[src/qdrc_defs.svh]
// Offsets, field positions, reset values of the quad converter control.
// Assumes inclusion by bare name from the design and bench files.
`ifndef QDRC_DEFS_SVH
`define QDRC_DEFS_SVH

// ----------------------------------------------------------------------
// Register map (byte addresses, one word each)
// ----------------------------------------------------------------------
`define QDRC_CONV0_CONTROL 32'hffff0600
`define QDRC_CONV0_CODE    32'hffff0604
`define QDRC_CONV1_CONTROL 32'hffff0608
`define QDRC_CONV1_CODE    32'hffff060c
`define QDRC_CONV2_CONTROL 32'hffff0610
`define QDRC_CONV2_CODE    32'hffff0614
`define QDRC_CONV3_CONTROL 32'hffff0618
`define QDRC_CONV3_CODE    32'hffff061c

// ----------------------------------------------------------------------
// Field positions and reset values
// ----------------------------------------------------------------------
`define QDRC_BYPASS_BIT    6
`define QDRC_UPDSEL_BIT    5
`define QDRC_CLEAR_N_BIT   4
`define QDRC_RANGE_MSB     1
`define QDRC_RANGE_LSB     0
`define QDRC_CODE_MSB      27
`define QDRC_CODE_LSB      16
`define QDRC_CTRL_WMASK    8'h73
`define QDRC_CTRL_RESET    8'h00
`define QDRC_CODE_RESET    12'h000

`endif

[src/qdrc_pkg.sv]
// Types shared by the quad converter control block.
// Assumes the offsets and fields come from qdrc_defs.svh.
package qdrc_pkg;

  // Range and power code of a channel control register
  typedef enum logic [1:0] {
    QDRC_RNG_OFF,
    QDRC_RNG_RSV,
    QDRC_RNG_VREF,
    QDRC_RNG_SUPPLY
  } qdrc_range_t;

endpackage : qdrc_pkg

[src/qdrc_top.sv]
// Quad 12-bit converter register control: APB slave, four channels.
// Assumes timer event, reference enable and warm reset come from logic
// on sys_clk, so they are used without synchronisers.
//
// The APB register port was left to the implementer.
`timescale 1ns/10ps
`include "qdrc_defs.svh"

// Functional notes
// - Four channels, each with identical control and code registers.
// - Code register holds 12-bit code in bits 27:16; rest reserved.
// - Control bit 6 set bypasses the output buffer, clear enables it.
// - Control bit 5 picks update on timer one event or core clock.
// - Control bit 4 low forces the code register to zero.
// - Control bits 3 and 2 always read zero.
// - Range code: 00 off and tristate, 01 reserved, 10 vref, 11 supply.
// - Retention set: warm reset leaves converter outputs unchanged.
// - Reference enable with code 01: external reference to both sides.
// - Reference enable with code 10: internal reference for the channel; sampling converter internal unless a channel is on code 01.
// - Code 11: channel on supply; sampling converter follows enable.
// - Code 00: channel off; sampling converter follows enable.
// - Retention clear: warm reset returns channel pins and registers to default.
module qdrc_top (
  input  wire logic        sys_clk,
  input  wire logic        sys_rst,
  input  wire logic [31:0] paddr,
  input  wire logic        psel,
  input  wire logic        penable,
  input  wire logic        pwrite,
  input  wire logic [31:0] pwdata,
  output logic             pready,
  output logic [31:0]      prdata,
  output logic             pslverr,
  input  wire logic        general_timer_one_event,
  input  wire logic        reference_enable,
  input  wire logic        warm_reset,
  input  wire logic        retention_keep,
  output logic [47:0]      channel_code_out,
  output logic [3:0]       channel_powered,
  output logic [3:0]       buffer_bypass,
  output logic [3:0]       dac_ref_supply,
  output logic [3:0]       dac_ref_internal,
  output logic [3:0]       dac_ref_external,
  output logic             adc_ref_external
);

  // --------------------------------------------------------------------
  // State
  // --------------------------------------------------------------------
  logic [7:0]  ctrl_reg   [4];
  logic [11:0] code_reg   [4];
  logic [11:0] dac_in_reg [4];
  logic        pready_reg;
  logic [31:0] prdata_reg;
  logic        pslverr_reg;
  logic        adc_ext_reg;
  logic [3:0]  pwr_reg;
  logic [3:0]  byp_reg;
  logic [3:0]  sup_reg;
  logic [3:0]  int_reg;
  logic [3:0]  ext_reg;
  logic        access_start;
  logic        commit;
  logic        warm_clear;
  logic [1:0]  sel_idx;
  logic        any_ext_req;

  // --------------------------------------------------------------------
  // Address decode helpers
  // --------------------------------------------------------------------
  // Window of eight aligned words starting at the first control word
  function automatic logic addr_ok(input logic [31:0] a);
    logic [31:0] base;
    base    = `QDRC_CONV0_CONTROL;
    addr_ok = (a[31:5] == base[31:5]) && (a[1:0] == 2'b00);
  endfunction : addr_ok

  // Read value of one mapped word; reserved bits come back as zero
  function automatic logic [31:0] rd_value(input logic [31:0] a);
    logic [1:0] i;
    i = a[4:3];
    if (a[2])
      rd_value = {4'h0, code_reg[i], 16'h0000};
    else
      rd_value = {24'h000000, ctrl_reg[i]};
  endfunction : rd_value

  // One wait state: pready rises in the second access cycle
  assign access_start = psel & penable & ~pready_reg;
  assign commit       = psel & penable & pready_reg & addr_ok(paddr);
  assign sel_idx      = paddr[4:3];
  // A warm reset only wipes the channels when retention is off
  assign warm_clear   = warm_reset & ~retention_keep;
  // Any channel on range code 01 pulls the sampling converter external
  assign any_ext_req  = (ctrl_reg[0][1:0] == 2'b01) ||
                        (ctrl_reg[1][1:0] == 2'b01) ||
                        (ctrl_reg[2][1:0] == 2'b01) ||
                        (ctrl_reg[3][1:0] == 2'b01);

  // --------------------------------------------------------------------
  // APB answer
  // --------------------------------------------------------------------
  // Registered ready keeps every bus output straight off a flop
  always_ff @(posedge sys_clk) begin
    if (sys_rst) begin
      pready_reg  <= 1'b0;
      prdata_reg  <= 32'h00000000;
      pslverr_reg <= 1'b0;
    end else begin
      pready_reg  <= access_start;
      pslverr_reg <= access_start & ~addr_ok(paddr);
      if (access_start && !pwrite && addr_ok(paddr))
        prdata_reg <= rd_value(paddr);
      else
        prdata_reg <= 32'h00000000;
    end
  end

  // --------------------------------------------------------------------
  // Channel registers
  // --------------------------------------------------------------------
  for (genvar ch = 0; ch < 4; ch++) begin : g_ch
    qdrc_pkg::qdrc_range_t rng;
    assign rng = qdrc_pkg::qdrc_range_t'(
                 ctrl_reg[ch][`QDRC_RANGE_MSB:`QDRC_RANGE_LSB]);

    // Control word; reserved bits never stored
    always_ff @(posedge sys_clk) begin
      if (sys_rst || warm_clear)
        ctrl_reg[ch] <= `QDRC_CTRL_RESET;
      else if (commit && pwrite && !paddr[2] && sel_idx == ch)
        ctrl_reg[ch] <= pwdata[7:0] & `QDRC_CTRL_WMASK;
    end

    // Code word; held at zero while the clear bit is low
    always_ff @(posedge sys_clk) begin
      if (sys_rst || warm_clear)
        code_reg[ch] <= `QDRC_CODE_RESET;
      else if (!ctrl_reg[ch][`QDRC_CLEAR_N_BIT])
        code_reg[ch] <= `QDRC_CODE_RESET;
      else if (commit && pwrite && paddr[2] && sel_idx == ch)
        code_reg[ch] <= pwdata[`QDRC_CODE_MSB:`QDRC_CODE_LSB];
    end

    // Converter input: follows the code, or waits for the timer event
    always_ff @(posedge sys_clk) begin
      if (sys_rst || warm_clear)
        dac_in_reg[ch] <= `QDRC_CODE_RESET;
      else if (!ctrl_reg[ch][`QDRC_UPDSEL_BIT])
        dac_in_reg[ch] <= code_reg[ch];
      else if (general_timer_one_event)
        dac_in_reg[ch] <= code_reg[ch];
    end

    // Power, buffer and reference steering; reserved combos power down
    always_ff @(posedge sys_clk) begin
      if (sys_rst || warm_clear) begin
        pwr_reg[ch] <= 1'b0;
        byp_reg[ch] <= 1'b0;
        sup_reg[ch] <= 1'b0;
        int_reg[ch] <= 1'b0;
        ext_reg[ch] <= 1'b0;
      end else begin
        byp_reg[ch] <= ctrl_reg[ch][`QDRC_BYPASS_BIT];
        sup_reg[ch] <= (rng == qdrc_pkg::QDRC_RNG_SUPPLY);
        int_reg[ch] <= reference_enable &&
                       (rng == qdrc_pkg::QDRC_RNG_VREF);
        ext_reg[ch] <= reference_enable &&
                       (rng == qdrc_pkg::QDRC_RNG_RSV);
        pwr_reg[ch] <= (rng == qdrc_pkg::QDRC_RNG_SUPPLY) ||
                       (reference_enable &&
                        rng != qdrc_pkg::QDRC_RNG_OFF);
      end
    end

    assign channel_code_out[ch*12 +: 12] = dac_in_reg[ch];
  end

  // Sampling converter goes external when enable is low, or when any
  // channel asks for the external reference with enable high
  always_ff @(posedge sys_clk) begin
    if (sys_rst) begin
      adc_ext_reg <= 1'b0;
    end else begin
      adc_ext_reg <= !reference_enable || any_ext_req;
    end
  end

  assign pready           = pready_reg;
  assign prdata           = prdata_reg;
  assign pslverr          = pslverr_reg;
  assign channel_powered  = pwr_reg;
  assign buffer_bypass    = byp_reg;
  assign dac_ref_supply   = sup_reg;
  assign dac_ref_internal = int_reg;
  assign dac_ref_external = ext_reg;
  assign adc_ref_external = adc_ext_reg;

  for (genvar ch = 0; ch < 4; ch++) begin : g_ast

  end
endmodule : qdrc_top

[config.mk]
export PLATFORM = sky130hd
export DESIGN_NAME = qdrc_top
export DESIGN_NICKNAME = d
export VERILOG_FILES = /design/src/qdrc_pkg.sv /design/src/qdrc_top.sv
export VERILOG_INCLUDE_DIRS = /design/src
export SDC_FILE = /design/constraint.sdc
export NUM_CORES = 1
export LEC_CHECK = 0
export ABC_CLOCK_PERIOD_IN_PS = 2410
export BUFFER_PORTS_ARGS = -buffer_cell sky130_fd_sc_hd__buf_2
export CAP_MARGIN = 15
export CELL_PAD_IN_SITES_DETAIL_PLACEMENT = 2
export CELL_PAD_IN_SITES_GLOBAL_PLACEMENT = 2
export CORE_ASPECT_RATIO = 0.5
export CORE_MARGIN = 3
export CORE_UTILIZATION = 27
export CTS_BUF_LIST = sky130_fd_sc_hd__clkbuf_8 sky130_fd_sc_hd__clkbuf_16
export CTS_CLUSTER_DIAMETER = 40
export DETAILED_ROUTE_END_ITERATION = 8
export PLACE_DENSITY = 0.66
export SLEW_MARGIN = 20
export SYNTH_ARGS = -nofsm -noshare
export SYNTH_HDL_FRONTEND = slang
export SYNTH_SLANG_ARGS = --single-unit
export TNS_END_PERCENT = 30
[constraint.sdc]
create_clock -name sys_clk -period 2.41 [get_ports sys_clk]
set_input_delay 0.1205 -clock sys_clk [delete_from_list [all_inputs] [get_ports sys_clk]]
set_output_delay 0.1205 -clock sys_clk [all_outputs]
set_load 0.005 [all_outputs]
**Word-level counts from Yosys, hierarchy flattened**

Memories as Yosys holds them, arrays and structs flattened. A register that Yosys moved wholly into a read port is not among the register bits.
Cells that the tools add are included.

- RAM bits: 116
- Output and inout bits: 103
- Memories: 3
- Flip-flop bits (word level): 43
- Logic and storage cells: 209

Memory list:

| name | words | bits a word | read ports | clocked after memory_dff | write ports | line | source |
|---|---|---|---|---|---|---|---|
| code_reg | 4 | 12 | 5 | 1 | 4 | qdrc_top.sv:51 | `logic [11:0] code_reg [4];` |
| dac_in_reg | 4 | 12 | 4 | 0 | 4 | qdrc_top.sv:52 | `logic [11:0] dac_in_reg [4];` |
| ctrl_reg | 4 | 5 | 5 | 1 | 4 | qdrc_top.sv:50 | `logic [7:0] ctrl_reg [4];` |

- Muxes and demuxes: 87
- Reduce and logical (&&, ||, !) cells: 47
- Equality and inequality tests: 16
- Bitwise operators: 31

Operators by type and width:

| cell | number |
|---|---|
| 12-bit two-way mux | 16 |
| 1-bit two-way mux | 67 |
| 27-bit equality test, second input constant | 1 |
| 1-bit logical AND | 26 |
| 2-bit equality test, second input constant | 10 |
| 5-bit two-way mux | 4 |
| 1-bit bitwise OR | 20 |
| 2-bit by 1-bit equality test with 1-bit output, second input constant | 5 |
| 1-bit logical OR | 9 |
| 2-bit nonzero test | 4 |
| 1-bit AND | 6 |
| 3-bit OR reduction | 2 |
| 1-bit inverter | 5 |
| 2-bit logical NOT | 2 |
| 1-bit logical NOT | 3 |
| 2-bit OR reduction | 1 |

**Logic depth before layout (Yosys ltp)**

Gate-level depths: netlist of run 1.

- Depth after elaboration: 11
- Gate-level depth with buffers: 6
- Depth with buffers taken out: 4

**Worst setup path before layout of run 1**

OpenSTA, ideal clock, no wires.

- Kind: input-to-reg
- From: input port paddr[3]
- To: memory code_reg[3][0], enable pin
- Stages: 5
- Data arrival time: 1605 ps
- Setup time: 385 ps
- Buffers on the path: 3
- Slack: 420 ps
- Path through: buf_2 buf_2 nand2_1 buf_2 o211ai_1

RTL lines:

| what | line | source |
|---|---|---|
| from (decl) | qdrc_top.sv:26 | `input wire logic [31:0] paddr,` |
| to (decl) | qdrc_top.sv:51 |  |

==> flow_summary_export.csv, run 1 <==
group,metric,value,unit
run,cap_viol_max_count,0,
synth,synthFlopType,"edfxtp_1",
finish,nets,733,
sta,fmax,0.534,GHz
synth,synth_area_leader_cell,"edfxtp_1",
synth,netlist_top_cells_count,"edfxtp_1, and2_1, dfxtp_1",
synth,synth_area,6620,µm²
hold_path,hold_depth,2,
setup_path,critPathCaptureType,"register",
setup_path,cp.depth,5,
pwr,pwr-share-seq,49.0,%
setup_path,cp-start-kind,"primary input",
clock_tree,cts.sinks,156,
sta,rsz0062_at_grt,"false",
sta,timing.final.crit_share,77.7,%
global_route,grt_max_degree,37,
setup_path,critPathMaxStageDelay,0.58,ns
setup_path,crit_family,"simple AND/OR/NAND/NOR gates",
detailed_routing,drtIter0Drc,283,
setup_path,worstPathRequired,2.70,ns
die,die_area,26500,µm²
die,core_area,23400,µm²
setup_path,r2r_cells,5,
sta,max_slew.worst_pin.slew,0.762,ns
synth,synth_edf_count,116,
clock_tree,clock_latency,0.43,ns
global_route,antenna_found_initial,1,
sta,tns,0,ns
detailed_routing,wl_per_cell,21.9,µm
setup_path,cp_max_fo,12,
die,initial_core_util,28.3,%
finish,syn_to_final_growth,25.2,%
place,gp_congestion,0.804,
setup_path,path_buf_inv,2,
synth,synthTopCellsByArea,"edfxtp_1, dfxtp_1, and2_1",
global_route,grt_pass1_wl,31.9,mm
detailed_routing,ant_nets,0,
sta,period_minus_slack,1.87,ns
setup_path,worstPathArrival,2.16,ns
pwr,p_sw,1.49,mW
synth,synth-seq-cells,156,
die,io_pins,176,
place,place.port_buffers,145,
pwr,finalPower,6.14,mW
pwr,power.density,741,nW/µm²
pwr,clockPowerShare,45.0,%
synth,ys_types,40,
pwr,p_int,4.65,mW
pwr,switching_share,24.3,%
finish,antenna_cells,0,
die,die_h,117,µm
clock_tree,clockRootBuffer,"clkbuf_16",
detailed_routing,routed_wl,21.4,mm
setup_path,path_cells,"dlygate4sd3_1 > buf_2 > a2111oi_0 > and4_1 > and2_1",
place,place.detailed.hpwl,15.2,mm
clock_tree,htreeDepth,4,
detailed_routing,viasPerCell,4.77,
clock_tree,post_cts_buffers,0,
synth,synth_top_area_share,52.6,%
clock_tree,cts_buffers,17,
setup_path,critPathKind,"primary input to register",
clock_tree,clkTransAtPathRegs,0.07,ns
synth,avgSynthCellArea,13.1,µm²
sta,hold_violations,0,
finish,drive_above_1_share,34.0,%
die,die_width,227,µm
synth,ys.warnings.count,0,
pwr,comb_power_share,6.0,%
die,rows,39,
global_route,grt_pass1_vias,5222,
pwr,ir_drop,0.424,mV
global_route,overflow,0,
global_route,grt.total_usage,16.5,%
outcome,status,"finished, final reports clean",
detailed_routing,drt_pass1_iterations,4,
finish,fillerInstances,2468,
synth,synth-async-reset-ratio,0,%
synth,syn_inst,505,
synth,yosysMostFrequentCell,"edfxtp_1",
clock_tree,clockBufferDepth,2,
setup_path,crit_slowest_cell,"and4_1",
sta,setup_violations,0,
sta,report.final.slew_viol_count,0,
hold_path,hp-class,"primary input to register",
sta,max_slew_margin,49.2,%
pwr,power_leakage,3.41,nW
detailed_routing,drcViolationCount,0,
sta,clock_skew,0.0105,ns
synth,synth_sequential_area_ratio,64.7,%
clock_tree,cts_tree,"yes",
detailed_routing,num_vias,4672,
final timing paths:
check / startpoint / to / slack (ns)
worst max-delay path: sys_rst / code_reg[2][7]$_SDFFCE_PN0P_ / 0.54
worst min-delay path: pwdata[22] / code_reg[2][6]$_SDFFCE_PN0P_ / 0.04
worst max register to register: pready$_SDFF_PP0_ / code_reg[0][4]$_SDFFCE_PN0P_ / 0.58
worst min register to register: ctrl_reg[1][4]$_SDFFCE_PN0P_ / buffer_bypass[1]$_SDFF_PN0_ / 0.48
per-stage QoR:
stage / cell area, µm² / hold slack (ns) / instances / util [%] / setup WS, ns
floorplan: 6670 / 0.193 / 519 / - / 0.420
global placement: 7690 / 0.426 / 947 / 32.8 / 0.332
detailed placement: 7690 / 0.428 / 947 / 32.8 / 0.329
CTS: 8290 / 0.0174 / 980 / 35.4 / 0.520
global route: 8290 / 0.0398 / 980 / 35.4 / 0.395
finish: 8290 / 0.0377 / 980 / 35.4 / 0.537
power by group through the flow:
stage	Combinational, mW	Sequential [mW]	Clock, mW
6_report	0.369	3.01	2.77
2_1_floorplan	0.189	3.04	0
3_5_place_dp	0.370	3.07	0
4_1_cts	0.374	3.01	2.82
3_3_place_gp	0.356	3.06	0
5_1_grt	0.405	3.02	2.93
layer usage:
metal,global-route usage (%),wire length (µm)
met5,0,7
met4,3.88,189
met3,3.31,667
met2,30.7,11400
met1,19.8,9160
kinds of logic after synthesis:
| family | synth area share (%) |
|---|---|
| AND/OR/NAND/NOR | 22.6 |
| flip-flops | 64.7 |
| buffers and inverters | 4.54 |
| AO/OA/AOI/OAI | 2.27 |
| multiplexers | 5.79 |
| other | 0.0567 |
cell type report:
| type | instances | area (µm²) | area share (%) |
|---|---|---|---|
| Tap cell | 307 | 384 | 4.63 |
| Sequential cell | 156 | 4280 | 51.7 |
| Clock inverter | 15 | 160 | 1.93 |
| Multi-Input combinational cell | 308 | 2090 | 25.2 |
| Clock buffer | 17 | 425 | 5.13 |
| Timing Repair Buffer | 171 | 923 | 11.1 |
| Inverter | 6 | 22.5 | 0.272 |
cell usage in the layout, fill, tap and decap left out, drive strengths merged:
| master | count |
|---|---|
| mux4 | 17 |
| nor3b | 4 |
| inv | 13 |
| nor4b | 1 |
| o211ai | 4 |
| a41oi | 1 |
| nand2b | 4 |
| clkinvlp | 1 |
| nor2 | 9 |
| and4 | 2 |
| dlygate4sd3 | 1 |
| clkinv | 5 |
| buf | 170 |
| nand3 | 34 |
| dfxtp | 40 |
| or4 | 2 |
| nand4bb | 1 |
| nand4 | 7 |
| nor4bb | 2 |
| bufinv | 2 |
| a21o | 1 |
| clkbuf | 17 |
| and3 | 5 |
| nand3b | 1 |
| and2 | 64 |
| nand2 | 31 |
| nand4b | 1 |
| edfxtp | 116 |
| a21oi | 11 |
| nor4 | 22 |
| nor3 | 35 |
| a2111oi | 1 |
| o21ai | 8 |
| or2 | 1 |
| nor2b | 24 |
| conb | 15 |
timing repair:
item / CTS / global route
hold buffers: 1 / 0
endpoints found under the setup margin: 0 / 0
gates resized for setup: 0 / 0
hold endpoints to repair: 1 / 0
Note: power is estimated with default switching activity, not from simulation.
==> run 2: changes to the inputs <==
ABC_CLOCK_PERIOD_IN_PS = 1500   (was 2410)
PLACE_DENSITY = 0.68   (was 0.66)
clock period = 1.5 ns   (was 2.41 ns; I/O delays follow)
==> run 2 against run 1 <==
  * The flow now finishes with violations (negative setup slack)
  * Routed wire length decreased by 0.72%
  * Via count increased by 1.5%
  * Sequential share of layout area decreased by 3.7 points
==> flow_summary_export.csv, run 2 (synthesis results as in run 1) <==
group,metric,value,unit
sta,setup_violations,69,
detailed_routing,wl_per_cell,20.8,µm
detailed_routing,drtIter0Drc,206,
place,place.detailed.hpwl,16.0,mm
finish,fillerInstances,2482,
sta,clock_skew,0.00831,ns
hold_path,hp-class,"primary input to register",
clock_tree,cts_tree,"yes",
die,die_area,26500,µm²
setup_path,critPathKind,"register to register",
finish,final_common_cell,"buf_2",
setup_path,critPathMaxStageDelay,0.33,ns
setup_path,cp-start-kind,"register",
pwr,ir_drop,0.708,mV
finish,nets,772,
sta,rsz0062_at_grt,"true",
setup_path,worstPathRequired,1.64,ns
detailed_routing,drt_pass1_iterations,4,
sta,holdWs,0.0189,ns
detailed_routing,num_vias,4740,
sta,max_slew_margin,52.7,%
outcome,status,"finished, violations left",
setup_path,regToRegSetupSlack,-0.1,ns
die,die_h,117,µm
clock_tree,clockRootBuffer,"clkbuf_16",
detailed_routing,routed_wl,21.3,mm
setup_path,crit_family,"simple AND/OR/NAND/NOR gates",
clock_tree,htreeDepth,4,
finish,syn_to_final_growth,34.9,%
outcome,violations,"negative setup slack",
place,placed_cells,979,
setup_path,crit_slowest_cell,"dfxtp_2",
pwr,finalPower,9.78,mW
die,core_area,23400,µm²
global_route,grt_pass1_wl,32.3,mm
setup_path,critPathCaptureType,"register",
clock_tree,cts_buffers,17,
place,dp_slack,-0.443,ns
clock_tree,cts.sinks,156,
detailed_routing,ant_nets,0,
place,place.port_buffers,145,
setup_path,worstPathArrival,1.74,ns
setup_path,cp_max_fo,6,
finish,mostFrequentLayoutCells,"buf_2, edfxtp_1, and2_1, buf_4, dfxtp_1",
setup_path,path_buf_inv,2,
clock_tree,clock_latency,0.43,ns
global_route,grt_max_degree,37,
sta,fmax,0.626,GHz
global_route,antenna_found_initial,0,
sta,report.final.slew_viol_count,0,
finish,drive_above_1_share,42.3,%
global_route,grt.total_usage,16.5,%
pwr,power_leakage,3.65,nW
sta,tns,-3.63,ns
detailed_routing,drcViolationCount,0,
sta,hold_violations,0,
finish,fin_cells,1020,
global_route,grt_pass1_vias,5357,
sta,timing.final.crit_share,107,%
global_route,overflow,0,
die,die_width,227,µm
place,gp_congestion,0.805,
setup_path,path_cells,"nand4_1 > nor2_2 > nand3_2 > o211ai_1 > buf_4 > buf_6",
die,io_pins,176,
sta,max_slew.worst_pin.slew,0.709,ns
clock_tree,clockBufferDepth,2,
pwr,power.density,1100,nW/µm²
die,rows,39,
detailed_routing,viasPerCell,4.65,
die,initial_core_util,28.3,%
sta,period_minus_slack,1.60,ns
run,cap_viol_max_count,0,
sta,setup_slack,-0.0986,ns
clock_tree,clkTransAtPathRegs,0.06,ns
[run 2: cell count changes in the layout (fill, tap and decap cells not counted), sizes merged]
cell and delta:
inv -2, clkinvlp +4, clkinv -2, diode +1
dlygate4sd3 +4, buf +35
[run 2: path summary, 6_finish.rpt]
kind	startpoint	to	depth (start not counted)
max	pready$_SDFF_PP0_	code_reg[2][5]$_SDFFCE_PN0P_	6
min	pwdata[19]	code_reg[2][3]$_SDFFCE_PN0P_	2
max reg2reg	pready$_SDFF_PP0_	code_reg[2][5]$_SDFFCE_PN0P_	6
min reg2reg	ctrl_reg[0][4]$_SDFFCE_PN0P_	buffer_bypass[0]$_SDFF_PN0_	1
[run 2: through the flow]
step	util [%]	cell area (µm²)
floorplan	-	6680
global placement	34.2	8020
detailed placement	34.2	8020
CTS	37.3	8730
global route	38.1	8920
finish	38.1	8930
[run 2: final cells by class]
class	instances	area [µm²]	area share, %
sequential	156	4290	48.0
multi-input combinational	308	2320	26.0
timing repair buffer	210	1340	15.0
clock buffer	17	425	4.77
tap	307	384	4.30
clock inverter	15	149	1.67
inverter	6	22.5	0.252
antenna	1	2.50	0.0280
[run 2: layer usage]
metal | part of all wire, % | GRT usage, % | vias up
li1 | - | - | 2217
met1 | 42 | 20.1 | 2415
met2 | 53 | 29.5 | 89
met3 | 3.8 | 3.84 | 19
met4 | 1.3 | 5.05 | 0
met5 | 0 | 0 | -
[run 2: what timing repair did]
| action | 4_1_cts | 5_1_grt |
|---|---|---|
| cloned | 1 | 0 |
| endpoints found under the setup margin | 133 | 127 |
| hold buffers | 5 | 0 |
| setup buffers | 1 | 1 |
| resized for setup | 23 | 34 |
| hold endpoints to repair | 7 | 0 |
| pin swaps | 3 | 5 |
[run 2: power breakdown]
part | leakage [nW] | switching [mW] | total (mW) | internal [mW]
logic | 1.69 | 0.392 | 0.701 | 0.309
clock network | 0.272 | 1.81 | 4.26 | 2.44
registers | 1.68 | 0.0786 | 4.82 | 4.74
